## src/hw/tpx_pkg.sv

```systemverilog
// Constants, opcodes and carrier types for the timer and port instruction executor
package tpx_pkg;

  // ==========================================================
  // Operand widths
  localparam int NIB_W = 4;
  localparam int PD_W  = 8;

  // ==========================================================
  // Opcodes of this instruction group
  localparam logic [9:0] OP_READ_TIMER_CTL_FIVE      = 10'h24f;
  localparam logic [9:0] OP_WRITE_TIMER_CTL_FIVE     = 10'h212;
  localparam logic [9:0] OP_READ_TIMER_CTL_SIX       = 10'h250;
  localparam logic [9:0] OP_WRITE_TIMER_CTL_SIX      = 10'h213;
  localparam logic [9:0] OP_READ_PRESCALE_COUNT      = 10'h275;
  localparam logic [9:0] OP_WRITE_PRESCALE_BOTH      = 10'h235;
  localparam logic [9:0] OP_READ_TIMER_ONE           = 10'h270;
  localparam logic [9:0] OP_READ_TIMER_FOUR          = 10'h273;
  localparam logic [9:0] OP_WRITE_TIMER_ONE_BOTH     = 10'h230;
  localparam logic [9:0] OP_WRITE_TIMER_TWO_BOTH     = 10'h231;
  localparam logic [9:0] OP_WRITE_TIMER_THREE_BOTH   = 10'h232;
  localparam logic [9:0] OP_WRITE_TIMER_FOUR_BOTH    = 10'h233;
  localparam logic [9:0] OP_WRITE_TIMER_FOUR_HIGH_RL = 10'h237;
  localparam logic [9:0] OP_WRITE_TIMER_ONE_RELOAD   = 10'h23f;
  localparam logic [9:0] OP_WRITE_TIMER_THREE_RELOAD = 10'h23b;
  localparam logic [9:0] OP_COPY_LOW_RL_TO_T4        = 10'h297;
  localparam logic [9:0] OP_TEST_TIMER_ONE_FLAG      = 10'h280;
  localparam logic [9:0] OP_TEST_TIMER_FOUR_FLAG     = 10'h283;
  localparam logic [9:0] OP_INPUT_PORT_ZERO          = 10'h260;
  localparam logic [9:0] OP_INPUT_PORT_ONE           = 10'h261;
  localparam logic [9:0] OP_INPUT_PORT_TWO           = 10'h262;
  localparam logic [9:0] OP_INPUT_PORT_THREE         = 10'h263;
  localparam logic [9:0] OP_INPUT_PORT_SIX           = 10'h266;
  localparam logic [9:0] OP_OUTPUT_PORT_ZERO         = 10'h220;
  localparam logic [9:0] OP_OUTPUT_PORT_ONE          = 10'h221;
  localparam logic [9:0] OP_OUTPUT_PORT_TWO          = 10'h222;
  localparam logic [9:0] OP_OUTPUT_PORT_THREE        = 10'h223;
  localparam logic [9:0] OP_OUTPUT_PORT_SIX          = 10'h226;
  localparam logic [9:0] OP_SET_ALL_BIT_PORT         = 10'h011;
  localparam logic [9:0] OP_CLEAR_BIT_PORT_BIT       = 10'h014;
  localparam logic [9:0] OP_SET_BIT_PORT_BIT         = 10'h015;
  localparam logic [9:0] OP_TEST_BIT_PORT_ZERO       = 10'h024;
  localparam logic [9:0] OP_TEST_BIT_PORT_ZERO_ALT   = 10'h02b;
  localparam logic [9:0] OP_READ_PULLUP_ZERO         = 10'h257;
  localparam logic [9:0] OP_WRITE_PULLUP_ZERO        = 10'h22d;
  localparam logic [9:0] OP_READ_PULLUP_ONE          = 10'h25e;
  localparam logic [9:0] OP_WRITE_PULLUP_ONE         = 10'h22e;

  // ==========================================================
  // Interrupt enable bits guarding the flag tests
  localparam int IEN_T1_BIT = 2;
  localparam int IEN_T2_BIT = 3;
  localparam int IEN_T3_BIT = 0;
  localparam int IEN_T4_BIT = 1;

  // ==========================================================
  // APB register map, byte addresses
  localparam int          APB_AW      = 12;
  localparam logic [11:0] OFF_IRQ_CTL = 12'h000;
  localparam logic [11:0] OFF_STATUS  = 12'h004;
  localparam logic [11:0] OFF_CTL_RD  = 12'h008;
  localparam logic [3:0]  RST_NIB     = 4'h0;
  localparam logic [7:0]  RST_BYTE    = 8'h00;

  // ==========================================================
  // Carrier types
  typedef enum logic [0:0] {
    TPX_AP_IDLE = 1'b0,
    TPX_AP_ANS  = 1'b1
  } tpx_apb_st_t;

  typedef struct packed {
    logic             valid;
    logic [9:0]       code;
    logic [NIB_W-1:0] a;
    logic [NIB_W-1:0] b;
    logic [NIB_W-1:0] y;
  } tpx_instr_t;

  typedef struct packed {
    logic [7:0] ps_cnt;
    logic [7:0] ps_rld;
    logic [7:0] cnt1;
    logic [7:0] cnt2;
    logic [7:0] cnt3;
    logic [7:0] cnt4;
    logic [7:0] rld1;
    logic [7:0] rld2;
    logic [7:0] rld3;
    logic [7:0] rld4l;
    logic [7:0] rld4h;
  } tpx_tmr_t;

  typedef struct packed {
    logic [3:0]      p0;
    logic [3:0]      p1;
    logic [2:0]      p2;
    logic [1:0]      p3;
    logic [3:0]      p6;
    logic [PD_W-1:0] pd;
  } tpx_pins_t;

endpackage

```

## src/hw/tpx_top.sv

```systemverilog
// Executor for the timer and port transfer instructions, with an APB status slave
//
// Operation
// RULE1: Copy timer control five and six to and from the accumulator.
// RULE2: Prescaler read puts high nibble in B, low nibble in A.
// RULE3: Prescaler write loads B:A into prescaler counter and reload together.
// RULE4: Timer reads for timers one to four return high in B, low in A.
// RULE5: Timer one to three writes load B:A into counter and reload.
// RULE6: Timer four write loads counter and low reload, high reload kept.
// RULE7: Timer four high reload write leaves the timer four counter alone.
// RULE8: Timer one and three reload-only writes leave the counter alone.
// RULE9: Copy timer four low reload into the timer four counter.
// RULE10: Timer one flag test skips and clears when enable bit two is zero.
// RULE11: Timer two flag test skips and clears when enable bit three is zero.
// RULE12: Timer three flag test skips and clears when second bit zero is zero.
// RULE13: Timer four flag test skips and clears when second bit one is zero.
// RULE14: Ports zero, one, six read pins into A and latch A.
// RULE15: Port two reads into A bits two..zero with bit three zero.
// RULE16: Port three reads and writes accumulator bits one and zero.
// RULE17: Set-all drives every port D latch to one.
// RULE18: Bit clear zeroes the port D latch chosen by Y in 0..7.
// RULE19: Bit set raises the port D latch chosen by Y in 0..7.
// RULE20: Bit test skips when the selected port D bit reads zero.
// RULE21: Copy both pull-up control registers to and from the accumulator.
// RULE22: With its enable bit set a flag test neither skips nor clears.
// RULE23: Each instruction completes in one cycle, visible to the next.
`timescale 1ns/1ns
module tpx_top (
  // Clock and reset
  input  wire logic                  pclk,
  input  wire logic                  presetn,
  // APB slave
  input  wire logic                  psel,
  input  wire logic                  penable,
  input  wire logic                  pwrite,
  input  wire logic [11:0]           paddr,
  input  wire logic [31:0]           pwdata,
  output logic                       pready,
  output logic [31:0]                prdata,
  output logic                       pslverr,
  // Instruction from decode
  input  wire tpx_pkg::tpx_instr_t   instr,
  // Results to the accumulator datapath
  output logic                       acc_wr,
  output logic [3:0]                 acc_data,
  output logic                       b_wr,
  output logic [3:0]                 b_data,
  output logic                       skip_next,
  // Timer hardware
  input  wire logic [3:0]            timer_evt,
  output tpx_pkg::tpx_tmr_t          timers,
  output logic [3:0]                 timer_flags,
  output logic [3:0]                 timer_ctl_five,
  output logic [3:0]                 timer_ctl_six,
  // Port pins and latches
  input  wire tpx_pkg::tpx_pins_t    pins_in,
  output tpx_pkg::tpx_pins_t         pins_out,
  output logic [3:0]                 pullup_ctl_zero,
  output logic [3:0]                 pullup_ctl_one
);
  import tpx_pkg::*;

  // ==========================================================
  // State
  typedef struct packed {
    tpx_apb_st_t apb_st;
    logic        pready;
    logic [31:0] prdata;
    logic        pslverr;
    logic        acc_wr;
    logic [3:0]  acc;
    logic        b_wr;
    logic [3:0]  b;
    logic        skip;
    tpx_tmr_t    tmr;
    logic [3:0]  flags;
    logic [3:0]  ctl5;
    logic [3:0]  ctl6;
    logic [3:0]  pu0;
    logic [3:0]  pu1;
    logic [3:0]  irq1;
    logic [3:0]  irq2;
    tpx_pins_t   pout;
  } tpx_state_t;

  tpx_state_t state_reg;
  tpx_state_t state_next;
  logic [3:0] ien;

  // ==========================================================
  // Helpers
  // Address decode shared by read mux and error answer
  function automatic logic [1:0] reg_sel(input logic [11:0] a);
    case (a)
      OFF_IRQ_CTL: reg_sel = 2'h0;
      OFF_STATUS:  reg_sel = 2'h1;
      OFF_CTL_RD:  reg_sel = 2'h2;
      default:     reg_sel = 2'h3;
    endcase
  endfunction

  // Byte from the B:A register pair
  function automatic logic [7:0] pair(input logic [3:0] hi, input logic [3:0] lo);
    pair = {hi, lo};
  endfunction

  // Enable bits guarding the four flag tests, in timer order
  assign ien = {state_reg.irq2[IEN_T4_BIT], state_reg.irq2[IEN_T3_BIT],
                state_reg.irq1[IEN_T2_BIT], state_reg.irq1[IEN_T1_BIT]};

  // ==========================================================
  // Next state
  always_comb begin
    logic [7:0] ab;
    logic [7:0] rd;
    logic       yok;
    ab = pair(instr.b, instr.a);
    rd = 8'h00;
    yok = (instr.y < 4'(PD_W));
    state_next = state_reg;
    state_next.acc_wr = 1'b0;
    state_next.b_wr = 1'b0;
    state_next.skip = 1'b0;

    // APB: answer is prepared in setup so pready and prdata come from flops
    case (state_reg.apb_st)
      TPX_AP_IDLE: begin
        if (psel && !penable) begin
          state_next.apb_st = TPX_AP_ANS;
          state_next.pready = 1'b1;
          state_next.pslverr = (reg_sel(paddr) == 2'h3);
          case (reg_sel(paddr))
            2'h0:    state_next.prdata = {24'h0, state_reg.irq2, state_reg.irq1};
            2'h1:    state_next.prdata = {16'h0, state_reg.pout.pd, 4'h0,
                                          state_reg.flags};
            2'h2:    state_next.prdata = {16'h0, state_reg.pu1, state_reg.pu0,
                                          state_reg.ctl6, state_reg.ctl5};
            default: state_next.prdata = 32'h0;
          endcase
        end
      end
      TPX_AP_ANS: begin
        if (psel && penable) begin
          state_next.apb_st = TPX_AP_IDLE;
          state_next.pready = 1'b0;
          state_next.pslverr = 1'b0;
          state_next.prdata = 32'h0;
          // Only the enable register is writable; status words ignore writes
          if (pwrite && reg_sel(paddr) == 2'h0) begin
            state_next.irq1 = pwdata[3:0];
            state_next.irq2 = pwdata[7:4];
          end
        end
      end
      default: state_next.apb_st = TPX_AP_IDLE;
    endcase

    // Instruction execution, one cycle each, results land at the next edge
    if (instr.valid) begin
      case (instr.code)
        OP_READ_TIMER_CTL_FIVE: begin
          state_next.acc_wr = 1'b1; // RULE1
          state_next.acc = state_reg.ctl5;
        end
        OP_READ_TIMER_CTL_SIX: begin
          state_next.acc_wr = 1'b1; // RULE1
          state_next.acc = state_reg.ctl6;
        end
        OP_WRITE_TIMER_CTL_FIVE: state_next.ctl5 = instr.a; // RULE1
        OP_WRITE_TIMER_CTL_SIX:  state_next.ctl6 = instr.a; // RULE1
        OP_READ_PRESCALE_COUNT: begin
          state_next.b_wr = 1'b1; // RULE2
          state_next.acc_wr = 1'b1;
          {state_next.b, state_next.acc} = state_reg.tmr.ps_cnt;
        end
        OP_WRITE_PRESCALE_BOTH: begin
          state_next.tmr.ps_cnt = ab; // RULE3
          state_next.tmr.ps_rld = ab;
        end
        OP_READ_TIMER_ONE, OP_READ_TIMER_ONE + 10'h001,
        OP_READ_TIMER_ONE + 10'h002, OP_READ_TIMER_FOUR: begin
          case (instr.code[1:0])
            2'h0:    rd = state_reg.tmr.cnt1;
            2'h1:    rd = state_reg.tmr.cnt2;
            2'h2:    rd = state_reg.tmr.cnt3;
            default: rd = state_reg.tmr.cnt4;
          endcase
          state_next.b_wr = 1'b1; // RULE4
          state_next.acc_wr = 1'b1;
          {state_next.b, state_next.acc} = rd;
        end
        OP_WRITE_TIMER_ONE_BOTH: begin
          state_next.tmr.cnt1 = ab; // RULE5
          state_next.tmr.rld1 = ab;
        end
        OP_WRITE_TIMER_TWO_BOTH: begin
          state_next.tmr.cnt2 = ab; // RULE5
          state_next.tmr.rld2 = ab;
        end
        OP_WRITE_TIMER_THREE_BOTH: begin
          state_next.tmr.cnt3 = ab; // RULE5
          state_next.tmr.rld3 = ab;
        end
        OP_WRITE_TIMER_FOUR_BOTH: begin
          state_next.tmr.cnt4 = ab; // RULE6
          state_next.tmr.rld4l = ab;
        end
        OP_WRITE_TIMER_FOUR_HIGH_RL: state_next.tmr.rld4h = ab; // RULE7
        OP_WRITE_TIMER_ONE_RELOAD:   state_next.tmr.rld1 = ab;  // RULE8
        OP_WRITE_TIMER_THREE_RELOAD: state_next.tmr.rld3 = ab;  // RULE8
        OP_COPY_LOW_RL_TO_T4: state_next.tmr.cnt4 = state_reg.tmr.rld4l; // RULE9
        OP_TEST_TIMER_ONE_FLAG, OP_TEST_TIMER_ONE_FLAG + 10'h001,
        OP_TEST_TIMER_ONE_FLAG + 10'h002, OP_TEST_TIMER_FOUR_FLAG: begin
          // A set enable turns the test into a no-op
          if (!ien[instr.code[1:0]] && state_reg.flags[instr.code[1:0]]) begin
            state_next.skip = 1'b1; // RULE10 RULE11 RULE12 RULE13 RULE22
            state_next.flags[instr.code[1:0]] = 1'b0;
          end
        end
        OP_INPUT_PORT_ZERO: begin
          state_next.acc_wr = 1'b1; // RULE14
          state_next.acc = pins_in.p0;
        end
        OP_INPUT_PORT_ONE: begin
          state_next.acc_wr = 1'b1; // RULE14
          state_next.acc = pins_in.p1;
        end
        OP_INPUT_PORT_SIX: begin
          state_next.acc_wr = 1'b1; // RULE14
          state_next.acc = pins_in.p6;
        end
        OP_INPUT_PORT_TWO: begin
          state_next.acc_wr = 1'b1; // RULE15
          state_next.acc = {1'b0, pins_in.p2};
        end
        OP_INPUT_PORT_THREE: begin
          state_next.acc_wr = 1'b1; // RULE16
          state_next.acc = {2'b00, pins_in.p3};
        end
        OP_OUTPUT_PORT_ZERO:  state_next.pout.p0 = instr.a;      // RULE14
        OP_OUTPUT_PORT_ONE:   state_next.pout.p1 = instr.a;      // RULE14
        OP_OUTPUT_PORT_SIX:   state_next.pout.p6 = instr.a;      // RULE14
        OP_OUTPUT_PORT_TWO:   state_next.pout.p2 = instr.a[2:0]; // RULE15
        OP_OUTPUT_PORT_THREE: state_next.pout.p3 = instr.a[1:0]; // RULE16
        OP_SET_ALL_BIT_PORT:  state_next.pout.pd = '1;           // RULE17
        // Y outside 0..7 is undefined use; it leaves the latches alone
        OP_CLEAR_BIT_PORT_BIT: if (yok) state_next.pout.pd[instr.y[2:0]] = 1'b0; // RULE18
        OP_SET_BIT_PORT_BIT:   if (yok) state_next.pout.pd[instr.y[2:0]] = 1'b1; // RULE19
        OP_TEST_BIT_PORT_ZERO, OP_TEST_BIT_PORT_ZERO_ALT: begin
          // Pin level is tested so an externally pulled bit is seen
          if (yok) state_next.skip = !pins_in.pd[instr.y[2:0]]; // RULE20
        end
        OP_READ_PULLUP_ZERO: begin
          state_next.acc_wr = 1'b1; // RULE21
          state_next.acc = state_reg.pu0;
        end
        OP_READ_PULLUP_ONE: begin
          state_next.acc_wr = 1'b1; // RULE21
          state_next.acc = state_reg.pu1;
        end
        OP_WRITE_PULLUP_ZERO: state_next.pu0 = instr.a; // RULE21
        OP_WRITE_PULLUP_ONE:  state_next.pu1 = instr.a; // RULE21
        default: ;
      endcase
    end

    // A timer event in the clearing cycle wins so no underflow is lost
    for (int i = 0; i < 4; i++) begin
      if (timer_evt[i]) state_next.flags[i] = 1'b1;
    end
  end

  // ==========================================================
  // State register
  always_ff @(posedge pclk or negedge presetn) begin
    if (!presetn) begin
      state_reg <= '0;
      state_reg.apb_st <= TPX_AP_IDLE;
      state_reg.ctl5 <= RST_NIB;
      state_reg.ctl6 <= RST_NIB;
      state_reg.tmr.ps_cnt <= RST_BYTE;
    end else begin
      state_reg <= state_next; // RULE23
    end
  end

  // ==========================================================
  // Outputs, all straight from the state register
  assign pready          = state_reg.pready;
  assign prdata          = state_reg.prdata;
  assign pslverr         = state_reg.pslverr;
  assign acc_wr          = state_reg.acc_wr;
  assign acc_data        = state_reg.acc;
  assign b_wr            = state_reg.b_wr;
  assign b_data          = state_reg.b;
  assign skip_next       = state_reg.skip;
  assign timers          = state_reg.tmr;
  assign timer_flags     = state_reg.flags;
  assign timer_ctl_five  = state_reg.ctl5;
  assign timer_ctl_six   = state_reg.ctl6;
  assign pins_out        = state_reg.pout;
  assign pullup_ctl_zero = state_reg.pu0;
  assign pullup_ctl_one  = state_reg.pu1;
endmodule

```

## config.mk

```make
export PLATFORM = sky130hd
export DESIGN_NAME = tpx_top
export DESIGN_NICKNAME = d
export VERILOG_FILES = /design/src/hw/tpx_pkg.sv /design/src/hw/tpx_top.sv
export SDC_FILE = /design/constraint.sdc
export NUM_CORES = 1
export LEC_CHECK = 0
export BUFFER_PORTS_ARGS = -buffer_cell sky130_fd_sc_hd__buf_2
export CAP_MARGIN = 20
export CORE_MARGIN = 2
export CORE_UTILIZATION = 56
export DETAILED_ROUTE_END_ITERATION = 10
export HOLD_SLACK_MARGIN = 0.1
export PLACE_DENSITY_LB_ADDON = 0.05
export SLEW_MARGIN = 20
export SYNTH_ARGS = -nofsm -noshare
export SYNTH_HDL_FRONTEND = slang
export SYNTH_SLANG_ARGS = --single-unit
```

## constraint.sdc

```tcl
create_clock -name pclk -period 4.2 [get_ports pclk]
set_input_delay 0.21 -clock pclk [delete_from_list [all_inputs] [get_ports pclk]]
set_output_delay 0.21 -clock pclk [all_outputs]
set_load 0.03 [all_outputs]
```

Yosys cells after proc, flatten, opt, wreduce, memory -nomap -nowiden --
Cells that the tools add are included.
Storage, ports and cells: bits in registers 171, latch bits 0, RAM bits 0, bits in read-only memories 0, output and inout port bits 178, memories 0
Cells by class: $add $sub $neg 0, $mul 0, div/mod/pow operators 0, order comparisons 5, equal/unequal tests 52, shift operators 0, multiplexer cells 48, bitwise gates (word level) 6, reductions and logical operators 61
Operators by type and width (count):
- $eq 10x10->1 const B | 36
- $mux 119 | 1
- $mux 8 | 9
- $mux 35 | 2
- $pmux 35 s2 | 1
- $pmux 5 s11 | 1
- $pmux 16 s3 | 1
- $pmux 8 s3 | 2
- $reduce_and 2->1 | 21
- $eq 10x5->1 const B | 3
- $reduce_bool 2->1 | 14
- $mux 4 | 6
- $eq 10x6->1 const B | 2
- $mux 16 | 1
- $pmux 8 s2 | 1
- $reduce_and 3->1 | 5
- $eq 12x3->1 const B | 1
- $eq 12x4->1 const B | 1
- $logic_not 12->1 | 1
- $mux 1 | 11
- $reduce_bool 11->1 | 1
- $pmux 5 s2 | 1
- $and 8x8->8 | 1
- $mux 2 | 4
- other kinds (27) | 45

Depth between registers and ports, before layout --
Gate-level depths: netlist of the first run.
depth in word-level cells 10, mapped depth 9

Worst setup path before layout of the first run --
OpenSTA, ideal clock, no wires.
path type input port to flip-flop, from input instr[12] (netlist bit), to register state_reg (netlist bit timer_flags[3]), arrival 1852 ps, required time 4082 ps, setup slack 2230 ps, stages 7, buffers on the path 3, cells stage by stage buf_2 buf_2 buf_1 mux4_2 nor3_1 nand3_1 a21o_1
On the way: cells in the longest elaborated chain, start to end 10, elaborated cells between the ends (all ways) 25
Ends and longest elaborated chain:
- start: declaration | line tpx_top.sv:42 | input wire tpx_pkg::tpx_instr_t instr,
- $lt 2x3->1 (not written as such) / $ge 2x1->1 (equally long branches) | line tpx_top.sv:217 | state_next.flags[instr.code[1:0]] = 1'b0;
- $logic_and 1x1->1 (not written as such) | line tpx_top.sv:217
- $mux 1 (not written as such) | line tpx_top.sv:217
- $demux 1 s2 | line tpx_top.sv:217
- $not 4->4 (no line)
- $and 4x4->4 (no line)
- $mux 4 | line tpx_top.sv:215 | if (!ien[instr.code[1:0]] && state_reg.flags[instr.code[1:0]]) begin
- $mux 4 | line tpx_top.sv:160 | case (instr.code)
- $mux 119 | line tpx_top.sv:159 | if (instr.valid) begin
- $mux 1 | line tpx_top.sv:269 | if (timer_evt[i]) state_next.flags[i] = 1'b1;
- end signal: assignment | line tpx_top.sv:283 | state_reg <= state_next;
- end: declaration | line tpx_top.sv:86 | tpx_state_t state_reg;
Parallel ways exist; a longest one is shown, timed or not. The select of a mux whose other input is x is not followed. A chain may end at the register's enable or synchronous reset.

Final worst setup path of the first run --
from input instr[12] (netlist bit), to register state_reg (netlist bit timers[41])
On the way: cells in the longest elaborated chain, start to end 3, elaborated cells between the ends (all ways) 5
Ends and longest elaborated chain (line):
- $eq 10x10->1 | tpx_top.sv:160
- $reduce_bool 2->1 (no line)
- $reduce_and 2->1 (no line)
Parallel ways exist; a longest one is shown, timed or not.

==> results.ini, run 1 <==
[synthesis]
ys_seq_elements = 155
synth-seq-area-share_pct = 45.1
synth-async-reset-ratio_pct = 100
yosysWarnings = 0
yosysMostFrequentCell = buf_4
syn-cell-area_mm2 = 0.00860
synthTopCellsByArea = dfrtp_1 (45%), buf_4 (15%), mux2_2 (14%)
syn_avg_cell_area_um2 = 11.0
synthCells = 780
ys_types = 56
synth_edf_count = 0
yosys.area.top_type = dfrtp_1
synth_ff_type = dfrtp_1
yosys.area.top_type_share_pct = 45.1
synth_commonest_cells = buf_4 (174), dfrtp_1 (155), mux2_2 (104)

[clock_tree]
cts.sinks = 155
cts_setup_buffers = 0
cts_tree = done
clkLatencyLatePin_ns = 0.43
clkTransAtPathRegs_ns = 0.06
cts-buffers-inserted = 17
clockBufferDepth = 2
cts-resized-gates = 0
cts_root_buf = clkbuf_16
htreeDepth = 4

[route]
num_vias = 6067
wl_mm = 21.2
ant_nets = 0
drcViolationCount = 2
initialDrtViolationCount = 333
via_per_inst = 5.70
wl_per_cell_um = 19.9
first_pass_iters = 8

[worst_setup_path]
crit_path_cell_trace = buf_2 -> nand2_1 -> nor2_1 -> nand4_1 -> and2_1 -> a21oi_1
crit_start = instr[12]
critPathCaptureType = flop
critical_path.reg2reg.endpoint = acc_data[0]
cpMaxStageDelayCell = buf_2
crit_required_ns = 4.55
r2r-start = timers[24]
cp_num_buf_inv = 1
r2r_cells = 5
r2r_setup_slack_ns = 2.05
critical_path_class = in2reg
cp.arrival_ns = 2.89
cp_slowest_stage_delay_ns = 0.73
critPathTopFamily = simple AND/OR/NAND/NOR gates
worstPathMaxFanout = 43
cp-start-kind = primary input

[outcome]
violations = design-rule violations
status = finished, violations left

[floorplanning]
io_pins = 279
initial_core_util_pct = 57.0
die-area_mm2 = 0.0164
die_y_um = 128
core_area_mm2 = 0.0151
die_x_um = 128
num_rows = 45

[power]
p_leak_nw = 4.99
powerDensity_mw_per_mm2 = 367
ir_drop_v = 0.000296

[sta]
grt_setup_unrepaired = no
whs_ns = 0.117
slew-limit-headroom_pct = 27.1
finalHoldViolations = 0
fmax_mhz = 394
setup_violations = 0
tightest_slew_ns = 1.08
clock_skew_ns = 0.00814
min_period_ns = 2.54
final-max-slew-violation-count = 0
period_share_pct = 60.4
fin_setup_tns_ns = 0

[worst_hold_path]
hold_class = in2reg
hp-start = instr[22]
hold_depth = 2
whs_endpoint = b_data[0]

[global_route]
antenna_found_initial = 1
overflow = 0
grt_pass1_vias = 5923
grt_pass1_wl_mm = 32.9
track_usage_pct = 26.5
grt_max_degree = 97

[final_layout]
final_nets = 963
area_delta_synth_final_pct = 9.43
largest_register_ffs = 72
drive_gt1_share_pct = 46.7
design_area_mm2 = 0.00941

[job]
drv_cap = 0

[placed_design]
buffer_ports.inserted = 238
place_area_mm2 = 0.00866
gp_congestion = 0.962
place_hpwl_mm = 15.3

==> cells by family (layout without fill, tap and decap cells) <==
kind of cell    Yosys count  in the layout  share of synthesized area [%]
buf+inv                 220            300                           17.4
simple gates            162            162                           10.0
flops                   155            155                           45.1
mux                     135            135                           19.2
compound gates          105            105                           8.08
xor+xnor                  2              2                          0.204
other cells               1             17                         0.0436
==> cell type report <==
| class | count | area [um2] |
|---|---|---|
| inverter | 13 | 48.8 |
| timing repair buffer | 255 | 1360 |
| antenna | 1 | 2.50 |
| sequential | 155 | 3880 |
| clock inverter | 14 | 163 |
| fill | 1260 | 5680 |
| clock buffer | 18 | 439 |
| tap | 188 | 235 |
| multi-input combinational | 420 | 3280 |
==> worst max path at each step <==
stage,slack [ns],to,cells past startpoint
6_report,1.66,timers[41],6
5_1_grt,1.41,timers[44],6
4_1_cts,1.70,timers[44],6
3_5_place_dp,1.24,timers[44],6
3_3_place_gp,1.32,timers[41],6
2_1_floorplan,2.23,timer_flags[3],7
==> layer usage <==
layer / part of all wire [%] / vias up / global-route usage [%]
met5: 0 / - / 0
met4: 2.3 / 0 / 9.24
met3: 6.8 / 38 / 5.88
met2: 49 / 259 / 43.7
met1: 42 / 3034 / 35.0
li1: - / 2736 / -
==> repair_timing <==
action                                  CTS  global route
hold endpoints to repair                107             0
endpoints found under the setup margin    0             0
hold buffers                             14             0
==> per-stage QoR <==
step	power (mW)	cells	util, %	setup WS [ns]
2_1_floorplan	1.82	795	-	2.23
3_3_place_gp	1.91	1017	57.4	1.32
3_5_place_dp	1.92	1017	57.4	1.24
4_1_cts	3.47	1063	62.3	1.70
5_1_grt	3.57	1063	62.3	1.41
6_report	3.45	1064	62.3	1.66
==> layout by cell type, fill, tap and decap left out, types with 11 or more instances in the layout <==
cell type / n
nand3_1: 20
a22oi_1: 22
inv_1: 13
mux2_2: 104
nor2b_1: 11
a21oi_1: 20
conb_1: 16
nand2_1: 51
o21ai_0: 24
dfrtp_1: 155
clkbuf_16: 17
dlygate4sd3_1: 14
nor2_1: 24
mux2i_1: 13
buf_2: 237
==> report_power, final <==
| part | internal [mW] | leakage (nW) | switching (mW) |
|---|---|---|---|
| clock network | 0.904 | 0.282 | 0.648 |
| logic | 0.113 | 2.62 | 0.236 |
| registers | 1.52 | 2.09 | 0.0255 |
| total | 2.54 | 4.99 | 0.910 |
No activity file was read; power rests on OpenSTA's default activity.
==> run 2, diff against run 1 <==
--- a/config.mk
+++ b/config.mk
@@ -5,10 +5,11 @@
 export SDC_FILE = /design/constraint.sdc
 export NUM_CORES = 1
 export LEC_CHECK = 0
+export ABC_AREA = 1
 export BUFFER_PORTS_ARGS = -buffer_cell sky130_fd_sc_hd__buf_2
 export CAP_MARGIN = 20
 export CORE_MARGIN = 2
-export CORE_UTILIZATION = 56
+export CORE_UTILIZATION = 47
 export DETAILED_ROUTE_END_ITERATION = 10
 export HOLD_SLACK_MARGIN = 0.1
 export PLACE_DENSITY_LB_ADDON = 0.05
==> constraint.sdc (replaced) <==
create_clock -name pclk -period 2.13 [get_ports pclk]
set_input_delay 0.1065 -clock pclk [delete_from_list [all_inputs] [get_ports pclk]]
set_output_delay 0.1065 -clock pclk [all_outputs]
set_load 0.03 [all_outputs]
==> run 2 against run 1 <==
- the run now ends clean
- worst setup slack worse by 1.3 ns
- sequential power is 97% higher
- sequential share of layout area is 2.0 points lower
- clock power is 110% higher
- die area is 19% higher
- routed wire length is 18% higher
- cell count is 38% higher
- clock-buffer cell count is 1 lower
- highest routed layer unchanged
==> results.ini, run 2 <==
[power]
power_mw = 7.03  ; +100%
p_sw_mw = 1.91  ; +110%
p_sw_share_pct = 27.2  ; +0.86 points
ir_drop_v = 0.000548  ; +85%
p_seq_share_pct = 43.4  ; -1.5 points
powerDensity_mw_per_mm2 = 711  ; +94%
pwr-share-clk_pct = 46.5  ; +1.5 points
combPwrFrac_pct = 10.1  ; about the same
intPower_mw = 5.11  ; +100%
p_leak_nw = 5.34  ; +7.0%

[sta]
layout_setup_ws_ns = 0.401  ; -1.26 ns
whs_ns = 0.100  ; -0.0166 ns
fin_setup_tns_ns = 0  ; unchanged
tightest_slew_ns = 0.683  ; -0.401 ns
finalHoldViolations = 0  ; unchanged
fmax_mhz = 579
setup_violations = 0  ; unchanged
grt_setup_unrepaired = no
final-max-slew-violation-count = 0  ; unchanged
period_share_pct = 81.2
slew-limit-headroom_pct = 54.4  ; +27 points
min_period_ns = 1.73
clock_skew_ns = 0.00608  ; -0.00206 ns

[clock_tree]
cts_root_buf = clkbuf_16
clkLatencyLatePin_ns = 0.43  ; about the same
cts-buffers-inserted = 17  ; unchanged
cts_setup_buffers = 0  ; unchanged
clockBufferDepth = 2  ; unchanged
cts_tree = done
clkTransAtPathRegs_ns = 0.07  ; about the same
cts.sinks = 155  ; unchanged
htreeDepth = 4  ; unchanged

[floorplanning]
initial_core_util_pct = 48.0  ; -9.0 points
num_rows = 49  ; +8.9%
die_y_um = 139  ; +9.0%
die-area_mm2 = 0.0194  ; +19%
die_x_um = 139  ; +9.0%
core_area_mm2 = 0.0180  ; +19%
io_pins = 279  ; unchanged

[worst_setup_path]
critical_path_class = in2reg
critPathCaptureType = flop
cp-start-kind = primary input
crit_required_ns = 2.48  ; -2.07 ns
cp.arrival_ns = 2.08  ; -0.81 ns
worstPathMaxFanout = 9  ; -79%

[synthesis]
synth-async-reset-ratio_pct = 100  ; unchanged
ys_types = 32  ; -43%
syn-cell-area_mm2 = 0.00862  ; +0.28%
synth_commonest_cells = nand2_1 (276), buf_4 (174), dfrtp_1 (155)
synthCells = 1097  ; +41%
syn_avg_cell_area_um2 = 7.86  ; -29%
synth_ff_type = dfrtp_1
yosysWarnings = 0  ; unchanged
yosys.area.top_type = dfrtp_1
ys_seq_elements = 155  ; unchanged
yosysMostFrequentCell = nand2_1
synth_edf_count = 0  ; unchanged
synth-seq-area-share_pct = 45.0  ; -0.12 points
synthTopCellsByArea = dfrtp_1 (45%), buf_4 (15%), nand2_1 (12%)
yosys.area.top_type_share_pct = 45.0  ; -0.12 points

[final_layout]
largest_register_ffs = 72  ; unchanged
area_delta_synth_final_pct = 14.7
final_nets = 1327  ; +38%
most-common-layout-cells = nand2_1 (276), buf_2 (237), dfrtp_1 (155)
fin_util_pct = 55.0  ; -7.3 points
layout_commonest_cell = nand2_1
drive_gt1_share_pct = 25.5  ; -21 points
fill_cells = 1740  ; +38%

[outcome]
status = completed

[route]
drcViolationCount = 0  ; -2
first_pass_iters = 5  ; -3
num_vias = 7438  ; +23%
initialDrtViolationCount = 473  ; +42%
via_per_inst = 5.05  ; -11%
wl_per_cell_um = 16.9  ; -15%
ant_nets = 0  ; unchanged
wl_mm = 24.9  ; +18%

[placed_design]
place_hpwl_mm = 18.8  ; +23%
gp_congestion = 0.989  ; +2.8%
buffer_ports.inserted = 238  ; unchanged
dp_slack_ns = 0.173  ; -1.06 ns

[global_route]
grt_max_degree = 56  ; -42%
grt_pass1_wl_mm = 39.2  ; +19%
overflow = 0  ; unchanged
antenna_found_initial = 2  ; +1
grt_pass1_vias = 7063  ; +19%
track_usage_pct = 25.9  ; -0.63 points

[worst_hold_path]
hold_class = in2reg

[job]
drv_cap = 0  ; unchanged

-- run 2: worst paths after layout --
path,startpoint,to,slack (ns),cells after the start
worst max-delay path,paddr[1],state_reg[29],0.40,8
worst max register to register,state_reg[186],state_reg[29],0.41,5
min in group asynchronous,presetn,pins_out[5],0.21,2
worst min-delay path,instr[6],timers[38],0.10,3
worst min register to register,pready,pready,0.47,2
max in group asynchronous,presetn,prdata[14],1.16,3
-- run 2: power groups by stage --
stage                     Clock [mW]  Combinational (mW)  Sequential (mW)
after global routing            3.45               0.781             3.06
final                           3.26               0.712             3.05
after floorplan                    0               0.453             3.11
after global placement             0               0.677             3.11
after detailed placement           0               0.681             3.10
after CTS                       3.31               0.718             3.05
-- run 2: final cells by class --
cell class	count	area (um2)	area share (%)
sequential	155	3880	39.2
clock inverter	15	201	2.04
inverter	93	349	3.53
clock buffer	17	425	4.30
timing repair buffer	294	1710	17.3
tap	229	287	2.90
multi-input combinational	665	3030	30.6
antenna	4	10.0	0.101
-- run 2: worst max-delay path, cell delays in order --
cell	delay (ns)
buf_2	0.09
or2_2	0.33
nor3_2	0.15
nand2_1	0.24
nor3_2	0.44
nand2_1	0.08
dlygate4sd3_1	0.56
o21ai_0	0.07
-- run 2: metal layers --
metal	global-route usage, %	wire [um]
met5	0	0
met4	10.4	733
met3	5.23	1740
met2	42.5	12000
met1	33.8	10500
-- run 2: repair_timing --
| item | CTS | global route |
|---|---|---|
| endpoints found under the hold margin | 85 | 0 |
| resized for setup | 0 | 0 |
| hold buffers | 25 | 0 |
| setup endpoints to repair | 0 | 0 |
-- run 2: cell families after synthesis --
logic type / share of synthesized area, %
AOI/OAI and AO/OA: 11.8
buffers and inverters: 20.6
DFF: 45.0
muxes: 0.465
other: 0.0435
and+or+nand+nor: 22.1
-- run 2: stage by stage --
stage          std cells  cell area, um2
3_3_place_gp        1411            8990
6_report            1472            9880
5_1_grt             1469            9880
2_1_floorplan       1112            8680
4_1_cts             1468            9870
3_5_place_dp        1411            8990
